### src/inc/eirq_defines.vh
// constants for the external interrupt detector of lines 0 to 5
`ifndef EIRQ_DEFINES_VH
`define EIRQ_DEFINES_VH
// register indices as printed; byte address is four times the index
`define EIRQ_IDX_CTRL_01 16'h7FD8
`define EIRQ_IDX_CTRL_23 16'h7FD9
`define EIRQ_IDX_CTRL_45 16'h7FDA
`define EIRQ_ADDR_CTRL_01 18'h1FF60
`define EIRQ_ADDR_CTRL_23 18'h1FF64
`define EIRQ_ADDR_CTRL_45 18'h1FF68
`define EIRQ_ADDR_W 18
`define EIRQ_CTRL_RESET 8'h00
// field positions within a pair register
`define EIRQ_ODD_MODE_HI 7
`define EIRQ_ODD_MODE_LO 6
`define EIRQ_ODD_FLAG 5
`define EIRQ_ODD_EN 4
`define EIRQ_EVEN_MODE_HI 3
`define EIRQ_EVEN_MODE_LO 2
`define EIRQ_EVEN_FLAG 1
`define EIRQ_EVEN_EN 0
// detection modes
`define EIRQ_MODE_OFF 2'h0
`define EIRQ_MODE_LEVEL 2'h1
`define EIRQ_MODE_EDGE 2'h2
`define EIRQ_MODE_BOTH 2'h3
// vector addresses per line
`define EIRQ_VEC_LINE0 16'h800C
`define EIRQ_VEC_LINE1 16'h8014
`define EIRQ_VEC_LINE2 16'h8018
`define EIRQ_VEC_LINE3 16'h801C
`define EIRQ_VEC_LINE4 16'h8020
`define EIRQ_VEC_LINE5 16'h8024
`define EIRQ_VEC_NONE 16'h0000
`endif

### src/rtl/eirq_detect.v
// external interrupt detector for lines 0 to 5 with an apb register slave
//
// Operation
// RULE1: mode 00 off, 01 active level, 10 active edge, 11 both edges.
// RULE2: a line's flag sets whenever its input meets the selected condition.
// RULE3: flag stays set until software writes zero; hardware never clears it.
// RULE4: flag and enable both one raise request and standby release.
// RULE5: line 0 requests vector 800CH.
// RULE6: line 1 requests vector 8014H.
// RULE7: line 2 requests vector 8018H.
// RULE8: line 3 requests vector 801CH.
// RULE9: line 5 requests vector 8024H.
// RULE10: odd line mode 7:6, flag 5, enable 4; even 3:2, 1, 0.
// RULE11: one 8-bit read/write register per pair, at consecutive addresses.
// RULE12: line 4 requests vector 8020H.
// RULE13: port polarity setting inverts the pin before detection.
// RULE14: inputs pass two flops; edges compare current and previous sample.
//
// The APB slave port is this design's own decision.
`timescale 1ns/1ps
`include "eirq_defines.vh"

module eirq_detect (
    input wire clock,
    input wire rst_n,
    input wire psel,
    input wire penable,
    input wire pwrite,
    input wire [31:0] paddr,
    input wire [31:0] pwdata,
    output reg [31:0] prdata,
    output reg pready,
    output reg pslverr,
    input wire [5:0] ext_irq_line,
    input wire [5:0] line_polarity_invert,
    output reg [5:0] irq_request,
    output reg [15:0] irq_vector,
    output reg deep_standby_keep_osc
);

    // ********************************
    // reset priming
    // ********************************
    // the edge compare needs two settled samples; without this a pin that
    // idles high looks like an edge right after reset
    reg [2:0] primed_q;
    always @(posedge clock or negedge rst_n) begin
        if (!rst_n) begin
            primed_q <= 3'h0;
        end else begin
            primed_q <= {primed_q[1:0], 1'b1};
        end
    end

    // polarity applied after sync to both samples; a polarity change alone never looks like an edge
    reg [5:0] inv_q;
    always @(posedge clock or negedge rst_n) begin
        if (!rst_n) begin
            inv_q <= 6'h00;
        end else begin
            inv_q <= line_polarity_invert;
        end
    end

    // ********************************
    // pair registers
    // ********************************
    reg [7:0] ctrl_q [0:2];
    wire [1:0] mode [0:5];
    wire [5:0] flag;
    wire [5:0] enab;
    genvar g;
    generate
        for (g = 0; g < 3; g = g + 1) begin : pair
            // RULE10
            assign mode[2*g] = ctrl_q[g][`EIRQ_EVEN_MODE_HI:`EIRQ_EVEN_MODE_LO];
            assign mode[2*g+1] = ctrl_q[g][`EIRQ_ODD_MODE_HI:`EIRQ_ODD_MODE_LO];
            assign flag[2*g] = ctrl_q[g][`EIRQ_EVEN_FLAG];
            assign flag[2*g+1] = ctrl_q[g][`EIRQ_ODD_FLAG];
            assign enab[2*g] = ctrl_q[g][`EIRQ_EVEN_EN];
            assign enab[2*g+1] = ctrl_q[g][`EIRQ_ODD_EN];
        end
    endgenerate

    // ********************************
    // detection
    // ********************************
    // each line has its own synchroniser and edge history
    wire [5:0] hit;

    eirq_line_detect u_eirq_line_detect_0 (
        .clock(clock),
        .rst_n(rst_n),
        .pin(ext_irq_line[0]),
        .invert(inv_q[0]),
        .mode(mode[0]),
        .primed(primed_q[2]),
        .hit(hit[0])
    );

    eirq_line_detect u_eirq_line_detect_1 (
        .clock(clock),
        .rst_n(rst_n),
        .pin(ext_irq_line[1]),
        .invert(inv_q[1]),
        .mode(mode[1]),
        .primed(primed_q[2]),
        .hit(hit[1])
    );

    eirq_line_detect u_eirq_line_detect_2 (
        .clock(clock),
        .rst_n(rst_n),
        .pin(ext_irq_line[2]),
        .invert(inv_q[2]),
        .mode(mode[2]),
        .primed(primed_q[2]),
        .hit(hit[2])
    );

    eirq_line_detect u_eirq_line_detect_3 (
        .clock(clock),
        .rst_n(rst_n),
        .pin(ext_irq_line[3]),
        .invert(inv_q[3]),
        .mode(mode[3]),
        .primed(primed_q[2]),
        .hit(hit[3])
    );

    eirq_line_detect u_eirq_line_detect_4 (
        .clock(clock),
        .rst_n(rst_n),
        .pin(ext_irq_line[4]),
        .invert(inv_q[4]),
        .mode(mode[4]),
        .primed(primed_q[2]),
        .hit(hit[4])
    );

    eirq_line_detect u_eirq_line_detect_5 (
        .clock(clock),
        .rst_n(rst_n),
        .pin(ext_irq_line[5]),
        .invert(inv_q[5]),
        .mode(mode[5]),
        .primed(primed_q[2]),
        .hit(hit[5])
    );

    // ********************************
    // apb slave
    // ********************************
    wire acc;
    reg [2:0] reg_hot;
    wire okaddr;
    wire [2:0] wr_hit;
    reg [7:0] rd_byte;
    assign acc = psel & penable & ~pready;

    // one-hot register select from the low address bits
    always @* begin
        case (paddr[`EIRQ_ADDR_W-1:0])
            `EIRQ_ADDR_CTRL_01: begin
                reg_hot = 3'h1;
            end
            `EIRQ_ADDR_CTRL_23: begin
                reg_hot = 3'h2;
            end
            `EIRQ_ADDR_CTRL_45: begin
                reg_hot = 3'h4;
            end
            default: begin
                reg_hot = 3'h0;
            end
        endcase
    end
    // upper bits must be zero so that aliases answer with an error
    assign okaddr = (|reg_hot) & (paddr[31:`EIRQ_ADDR_W] == 14'h0000);
    assign wr_hit = {3{acc & pwrite & okaddr}} & reg_hot; // RULE11

    always @* begin
        case (reg_hot)
            3'h1: begin
                rd_byte = ctrl_q[0];
            end
            3'h2: begin
                rd_byte = ctrl_q[1];
            end
            3'h4: begin
                rd_byte = ctrl_q[2];
            end
            default: begin
                rd_byte = 8'h00;
            end
        endcase
    end

    // flag bits: hardware set wins over a software write of zero
    reg [7:0] ctrl_d [0:2];
    integer k;
    always @* begin
        for (k = 0; k < 3; k = k + 1) begin
            ctrl_d[k] = ctrl_q[k];
            if (wr_hit[k]) begin
                ctrl_d[k] = pwdata[7:0]; // RULE11
            end
            if (hit[2*k]) begin
                ctrl_d[k][`EIRQ_EVEN_FLAG] = 1'b1; // RULE2 RULE3
            end
            if (hit[2*k+1]) begin
                ctrl_d[k][`EIRQ_ODD_FLAG] = 1'b1; // RULE2 RULE3
            end
        end
    end

    always @(posedge clock or negedge rst_n) begin
        if (!rst_n) begin
            ctrl_q[0] <= `EIRQ_CTRL_RESET;
            ctrl_q[1] <= `EIRQ_CTRL_RESET;
            ctrl_q[2] <= `EIRQ_CTRL_RESET;
            prdata <= 32'h00000000;
            pready <= 1'b0;
            pslverr <= 1'b0;
        end else begin
            ctrl_q[0] <= ctrl_d[0];
            ctrl_q[1] <= ctrl_d[1];
            ctrl_q[2] <= ctrl_d[2];
            // one wait state: answer in the second access cycle
            pready <= acc;
            pslverr <= acc & ~okaddr;
            // read data is zero outside the answer cycle
            if (acc && !pwrite && okaddr) begin
                prdata <= {24'h000000, rd_byte}; // RULE11
            end else begin
                prdata <= 32'h00000000;
            end
        end
    end

    // ********************************
    // request and vector
    // ********************************
    wire [5:0] act;
    assign act = flag & enab; // RULE4
    reg [15:0] vec_d;
    always @* begin
        // lowest line wins when several are pending
        if (act[0]) begin
            vec_d = `EIRQ_VEC_LINE0; // RULE5
        end else if (act[1]) begin
            vec_d = `EIRQ_VEC_LINE1; // RULE6
        end else if (act[2]) begin
            vec_d = `EIRQ_VEC_LINE2; // RULE7
        end else if (act[3]) begin
            vec_d = `EIRQ_VEC_LINE3; // RULE8
        end else if (act[4]) begin
            vec_d = `EIRQ_VEC_LINE4; // RULE12
        end else if (act[5]) begin
            vec_d = `EIRQ_VEC_LINE5; // RULE9
        end else begin
            vec_d = `EIRQ_VEC_NONE;
        end
    end

    always @(posedge clock or negedge rst_n) begin
        if (!rst_n) begin
            irq_request <= 6'h00;
            irq_vector <= `EIRQ_VEC_NONE;
            deep_standby_keep_osc <= 1'b0;
        end else begin
            irq_request <= act; // RULE4
            irq_vector <= vec_d;
            deep_standby_keep_osc <= |act; // RULE4
        end
    end

endmodule

// ********************************
// one line: synchroniser, edge compare and mode decode
// ********************************
module eirq_line_detect (
    input wire clock,
    input wire rst_n,
    input wire pin,
    input wire invert,
    input wire [1:0] mode,
    input wire primed,
    output wire hit
);

    reg sync1_q;
    reg sync2_q;
    reg prev_q;
    wire cur_lvl;
    wire prv_lvl;
    reg hit_raw;

    // two flops before any logic reads the pin
    always @(posedge clock or negedge rst_n) begin
        if (!rst_n) begin
            sync1_q <= 1'b0;
            sync2_q <= 1'b0;
        end else begin
            sync1_q <= pin; // RULE14
            sync2_q <= sync1_q; // RULE14
        end
    end

    // edge history: only the second flop feeds it
    always @(posedge clock or negedge rst_n) begin
        if (!rst_n) begin
            prev_q <= 1'b0;
        end else begin
            prev_q <= sync2_q; // RULE14
        end
    end

    // active level is low; inversion turns a high pin into the active level
    assign cur_lvl = sync2_q ^ invert; // RULE13
    assign prv_lvl = prev_q ^ invert; // RULE13

    always @* begin
        case (mode) // RULE1
            `EIRQ_MODE_LEVEL: begin
                hit_raw = ~cur_lvl;
            end
            `EIRQ_MODE_EDGE: begin
                hit_raw = prv_lvl & ~cur_lvl;
            end
            `EIRQ_MODE_BOTH: begin
                hit_raw = prv_lvl ^ cur_lvl;
            end
            default: begin
                hit_raw = 1'b0;
            end
        endcase
    end

    // no hit until the previous sample holds a real pin value
    assign hit = primed & hit_raw;

endmodule

### config.mk
export PLATFORM = sky130hd
export DESIGN_NAME = eirq_detect
export DESIGN_NICKNAME = d
export VERILOG_FILES = /design/src/rtl/eirq_detect.v
export VERILOG_INCLUDE_DIRS = /design/src /design/src/inc
export SDC_FILE = /design/constraint.sdc
export NUM_CORES = 1
export LEC_CHECK = 0
export BUFFER_PORTS_ARGS = -buffer_cell sky130_fd_sc_hd__buf_2
export CAP_MARGIN = 20
export CORE_MARGIN = 5
export CORE_UTILIZATION = 51
export DETAILED_ROUTE_END_ITERATION = 8
export PLACE_DENSITY = 0.85
export SLEW_MARGIN = 20
export SYNTH_ARGS = -nofsm -noshare
export SYNTH_HDL_FRONTEND = slang
export SYNTH_SLANG_ARGS = --single-unit
### constraint.sdc
create_clock -name clock -period 3.76 [get_ports clock]
set_clock_uncertainty 0.05 [all_clocks]
set_input_delay 0.752 -clock clock [delete_from_list [all_inputs] [get_ports clock]]
set_output_delay 0.752 -clock clock [all_outputs]
set_load 0.02 [all_outputs]
==> results_dict.tcl <==
set metrics [dict create \
    grt_max_degree 74 \
    placed_area_um2 3560 \
    netlist-cell-type-count 34 \
    avgViaCountPerCell 4.78 \
    yosys_warnings 0 \
    start_kind "input port" \
    power_density_nw_per_um2 387 \
    drive_gt1_share_pct 34.3 \
    status "finished clean" \
    syn_area_um2 3210 \
    p_seq_share_pct 56.2 \
    final_util_pct 59.6 \
    max_stage_delay_ns 0.54 \
    track_usage_pct 14.9 \
    place.gp.congestion 0.826 \
    multiInputGateArea_um2 1210 \
    first_iter_violations 140 \
    tightest_slew_ns 0.864 \
    setup_viol 0 \
    antenna_found_initial 0 \
    ys_ff_latch 73 \
    clkTransAtPathRegs_ns 0.07 \
    timing.slew.headroom_pct 42.4 \
    start_util_pct 51.5 \
    period_minus_slack_ns 2.91 \
    setup_tns_ns 0 \
    syn_inst 264 \
    p_total_mw 1.44 \
    wl_per_cell_um 13.0 \
    die_area_um2 7990 \
    critPathCaptureType "flip-flop" \
    reg2reg_slack_ns 1.75 \
    slew_violations 0 \
    regArea_um2 1830 \
    hold_viol 0 \
    post-route-worst-setup-slack_ns 0.849 \
    cts_max_level 3 \
    worstPathArrival_ns 3.09 \
    hpwl_um 4170 \
    nets 437 \
    worstSkewPairLatency_ns 0.34 \
    cap_violations 0 \
    vias 2056 \
    clock-sinks 73 \
    cts_resized 0 \
    ir_drop_uv 270 \
    rsz0062_at_grt "false" \
    die_h_um 89.4 \
    crit_buf_inv 1 \
    grt_overflow 0 \
    avgSynthCellArea_um2 12.2 \
    hold_class "reg -> reg" \
    post-place-ws_ns 0.483 \
    fin_crit_sh_pct 77.4 \
    routed_wirelength_um 5610 \
    num_rows 29 \
    nFillCells 509 \
    sw_frac_of_total_pct 22.8 \
    cts_buffer_depth 2 \
    fmax_mhz 344 \
    port_buffers 78 \
    ant_nets 0 \
    ioPinCount 138 \
    grt_pass1_wl_um 8830 \
    p_comb_share_pct 8.2 \
    path_class "in -> reg" \
    die-width_um 89.4 \
    cpMaxStageDelayCell "or4_4" \
    seq_area_frac_synth_pct 56.9 \
    clkPwrFrac_pct 35.6 \
    areaGrowthSynthToFinish_pct 15.9 \
    cts_buffers 9 \
    post_cts_buffers 0 \
    grt_pass1_vias 1978 \
    cts_root_buf "clkbuf_8" \
    n_antenna_cell 0 \
    p_leak_nw 1.97 \
    crit_chain "buf_2 -> or4b_1 -> or4_4 -> nor4_2 -> and2b_1 -> mux2_2" \
    critPathMaxFanout 8 \
    cp_top_family "simple AND/OR/NAND/NOR gates" \
    cts_tree "built" \
    cts-hold-fix-buffers 0 \
    drc 0 \
    fin_area_um2 3720 \
    fp.coreArea_um2 6240 \
    crit_required_ns 3.94 \
    p_sw_mw 0.328 \
    dr.pass1.iters 4 \
    intPower_mw 1.11 \
]
-- routing by layer --
layer | global-route usage, % | wire length, um | up-vias
met4 | 7.04 | 154 | 0
met5 | 0 | 0 | -
met1 | 17.3 | 2200 | 967
met2 | 24.2 | 2820 | 66
met3 | 5.62 | 431 | 16
li1 | - | - | 1007
-- final timing paths --
kind                                              start                      endpoint  depth (start not counted)
max                                            paddr[1]                    ctrl_q[16]                          6
min                        u_eirq_line_detect_5.sync1_q  u_eirq_line_detect_5.sync2_q                          0
max reg2reg                                      pready                    ctrl_q[16]                          5
min reg2reg                u_eirq_line_detect_5.sync1_q  u_eirq_line_detect_5.sync2_q                          0
max in group asynchronous                         rst_n  u_eirq_line_detect_5.sync1_q                          2
min in group asynchronous                         rst_n                     ctrl_q[8]                          2
-- placed cells by master, fill, tap and decap left out, drive strengths merged --
master,count
o211ai,1
mux2i,4
nand3,1
nand4b,3
nor3,2
inv,5
or4b,1
a21o,3
ha,6
nor2b,7
xnor2,6
nor2,22
buf,80
nor4,5
nand2,13
a21boi,4
clkbuf,14
or4,1
mux2,26
or3,2
and2b,1
a22oi,8
a21oi,8
xor2,6
o21ai,7
nand3b,3
nand4,2
and2,2
dfrtp,73
conb,36
and3b,1
-- synthesized netlist by cell type --
master / number / area share [%]
or4b_1: 1 / 0.31
a21oi_1: 8 / 1.2
conb_1: 2 / 0.23
nor4_1: 3 / 0.58
or3_1: 2 / 0.39
and2_1: 2 / 0.39
or4_4: 1 / 0.35
buf_4: 36 / 8.4
a21boi_0: 4 / 0.93
nor2_1: 22 / 2.6
o21ai_0: 7 / 1.1
nand2_2: 1 / 0.19
nand2_1: 12 / 1.4
nand4_1: 2 / 0.39
a21o_1: 3 / 0.70
nor3_1: 2 / 0.31
nand4b_1: 3 / 0.82
nand3b_1: 3 / 0.70
and2b_1: 1 / 0.23
nor4_2: 1 / 0.39
mux2_2: 26 / 9.1
a22oi_1: 8 / 1.9
clkbuf_1: 3 / 0.35
xor2_1: 6 / 1.6
nor4_4: 1 / 0.66
ha_1: 6 / 2.3
and3b_1: 1 / 0.27
nand3_1: 1 / 0.16
mux2i_1: 4 / 1.2
o211ai_1: 1 / 0.23
inv_1: 5 / 0.58
nor2b_1: 7 / 1.4
dfrtp_1: 73 / 57
xnor2_1: 6 / 1.6
-- logic make-up after synthesis --
| family | count (synthesis) | share of synthesized area (%) |
|---|---|---|
| AO/OA/AOI/OAI | 31 | 6.08 |
| XOR/XNOR | 12 | 3.27 |
| adder cells (fa/ha/maj) | 6 | 2.34 |
| buffers and inverters | 44 | 9.35 |
| flip-flops | 73 | 56.9 |
| multiplexers | 30 | 10.4 |
| other | 2 | 0.234 |
| AND/OR/NAND/NOR | 66 | 11.5 |
-- per-stage QoR --
| step | instances | hold WS, ns |
|---|---|---|
| detailed placement | 416 | 0.285 |
| floorplan | 298 | 0.281 |
| global placement | 416 | 0.282 |
| CTS | 430 | 0.300 |
| finish | 430 | 0.294 |
| global route | 430 | 0.300 |
-- power groups by stage --
stage	combinational (mW)	clock (mW)	sequential, mW
final	0.118	0.512	0.810
after global routing	0.135	0.563	0.811
after CTS	0.120	0.534	0.810
after detailed placement	0.119	0	0.825
after global placement	0.115	0	0.824
after floorplan	0.0914	0	0.825
-- layout make-up --
| cell class | count | share of cell area (%) |
|---|---|---|
| clock buffer | 14 | 4.37 |
| inverter | 5 | 0.504 |
| multi-input combinational | 181 | 32.6 |
| sequential | 73 | 49.1 |
| tap | 77 | 2.59 |
| timing repair buffer | 80 | 10.9 |
-- registers in the layout (all words and copies together) (netlist names), 3 cells and up --
register and cells:
primed_q 3, irq_vector 5, irq_request 6, inv_q 6, prdata 8, ctrl_q 24
(Power assumes the default switching activity.)
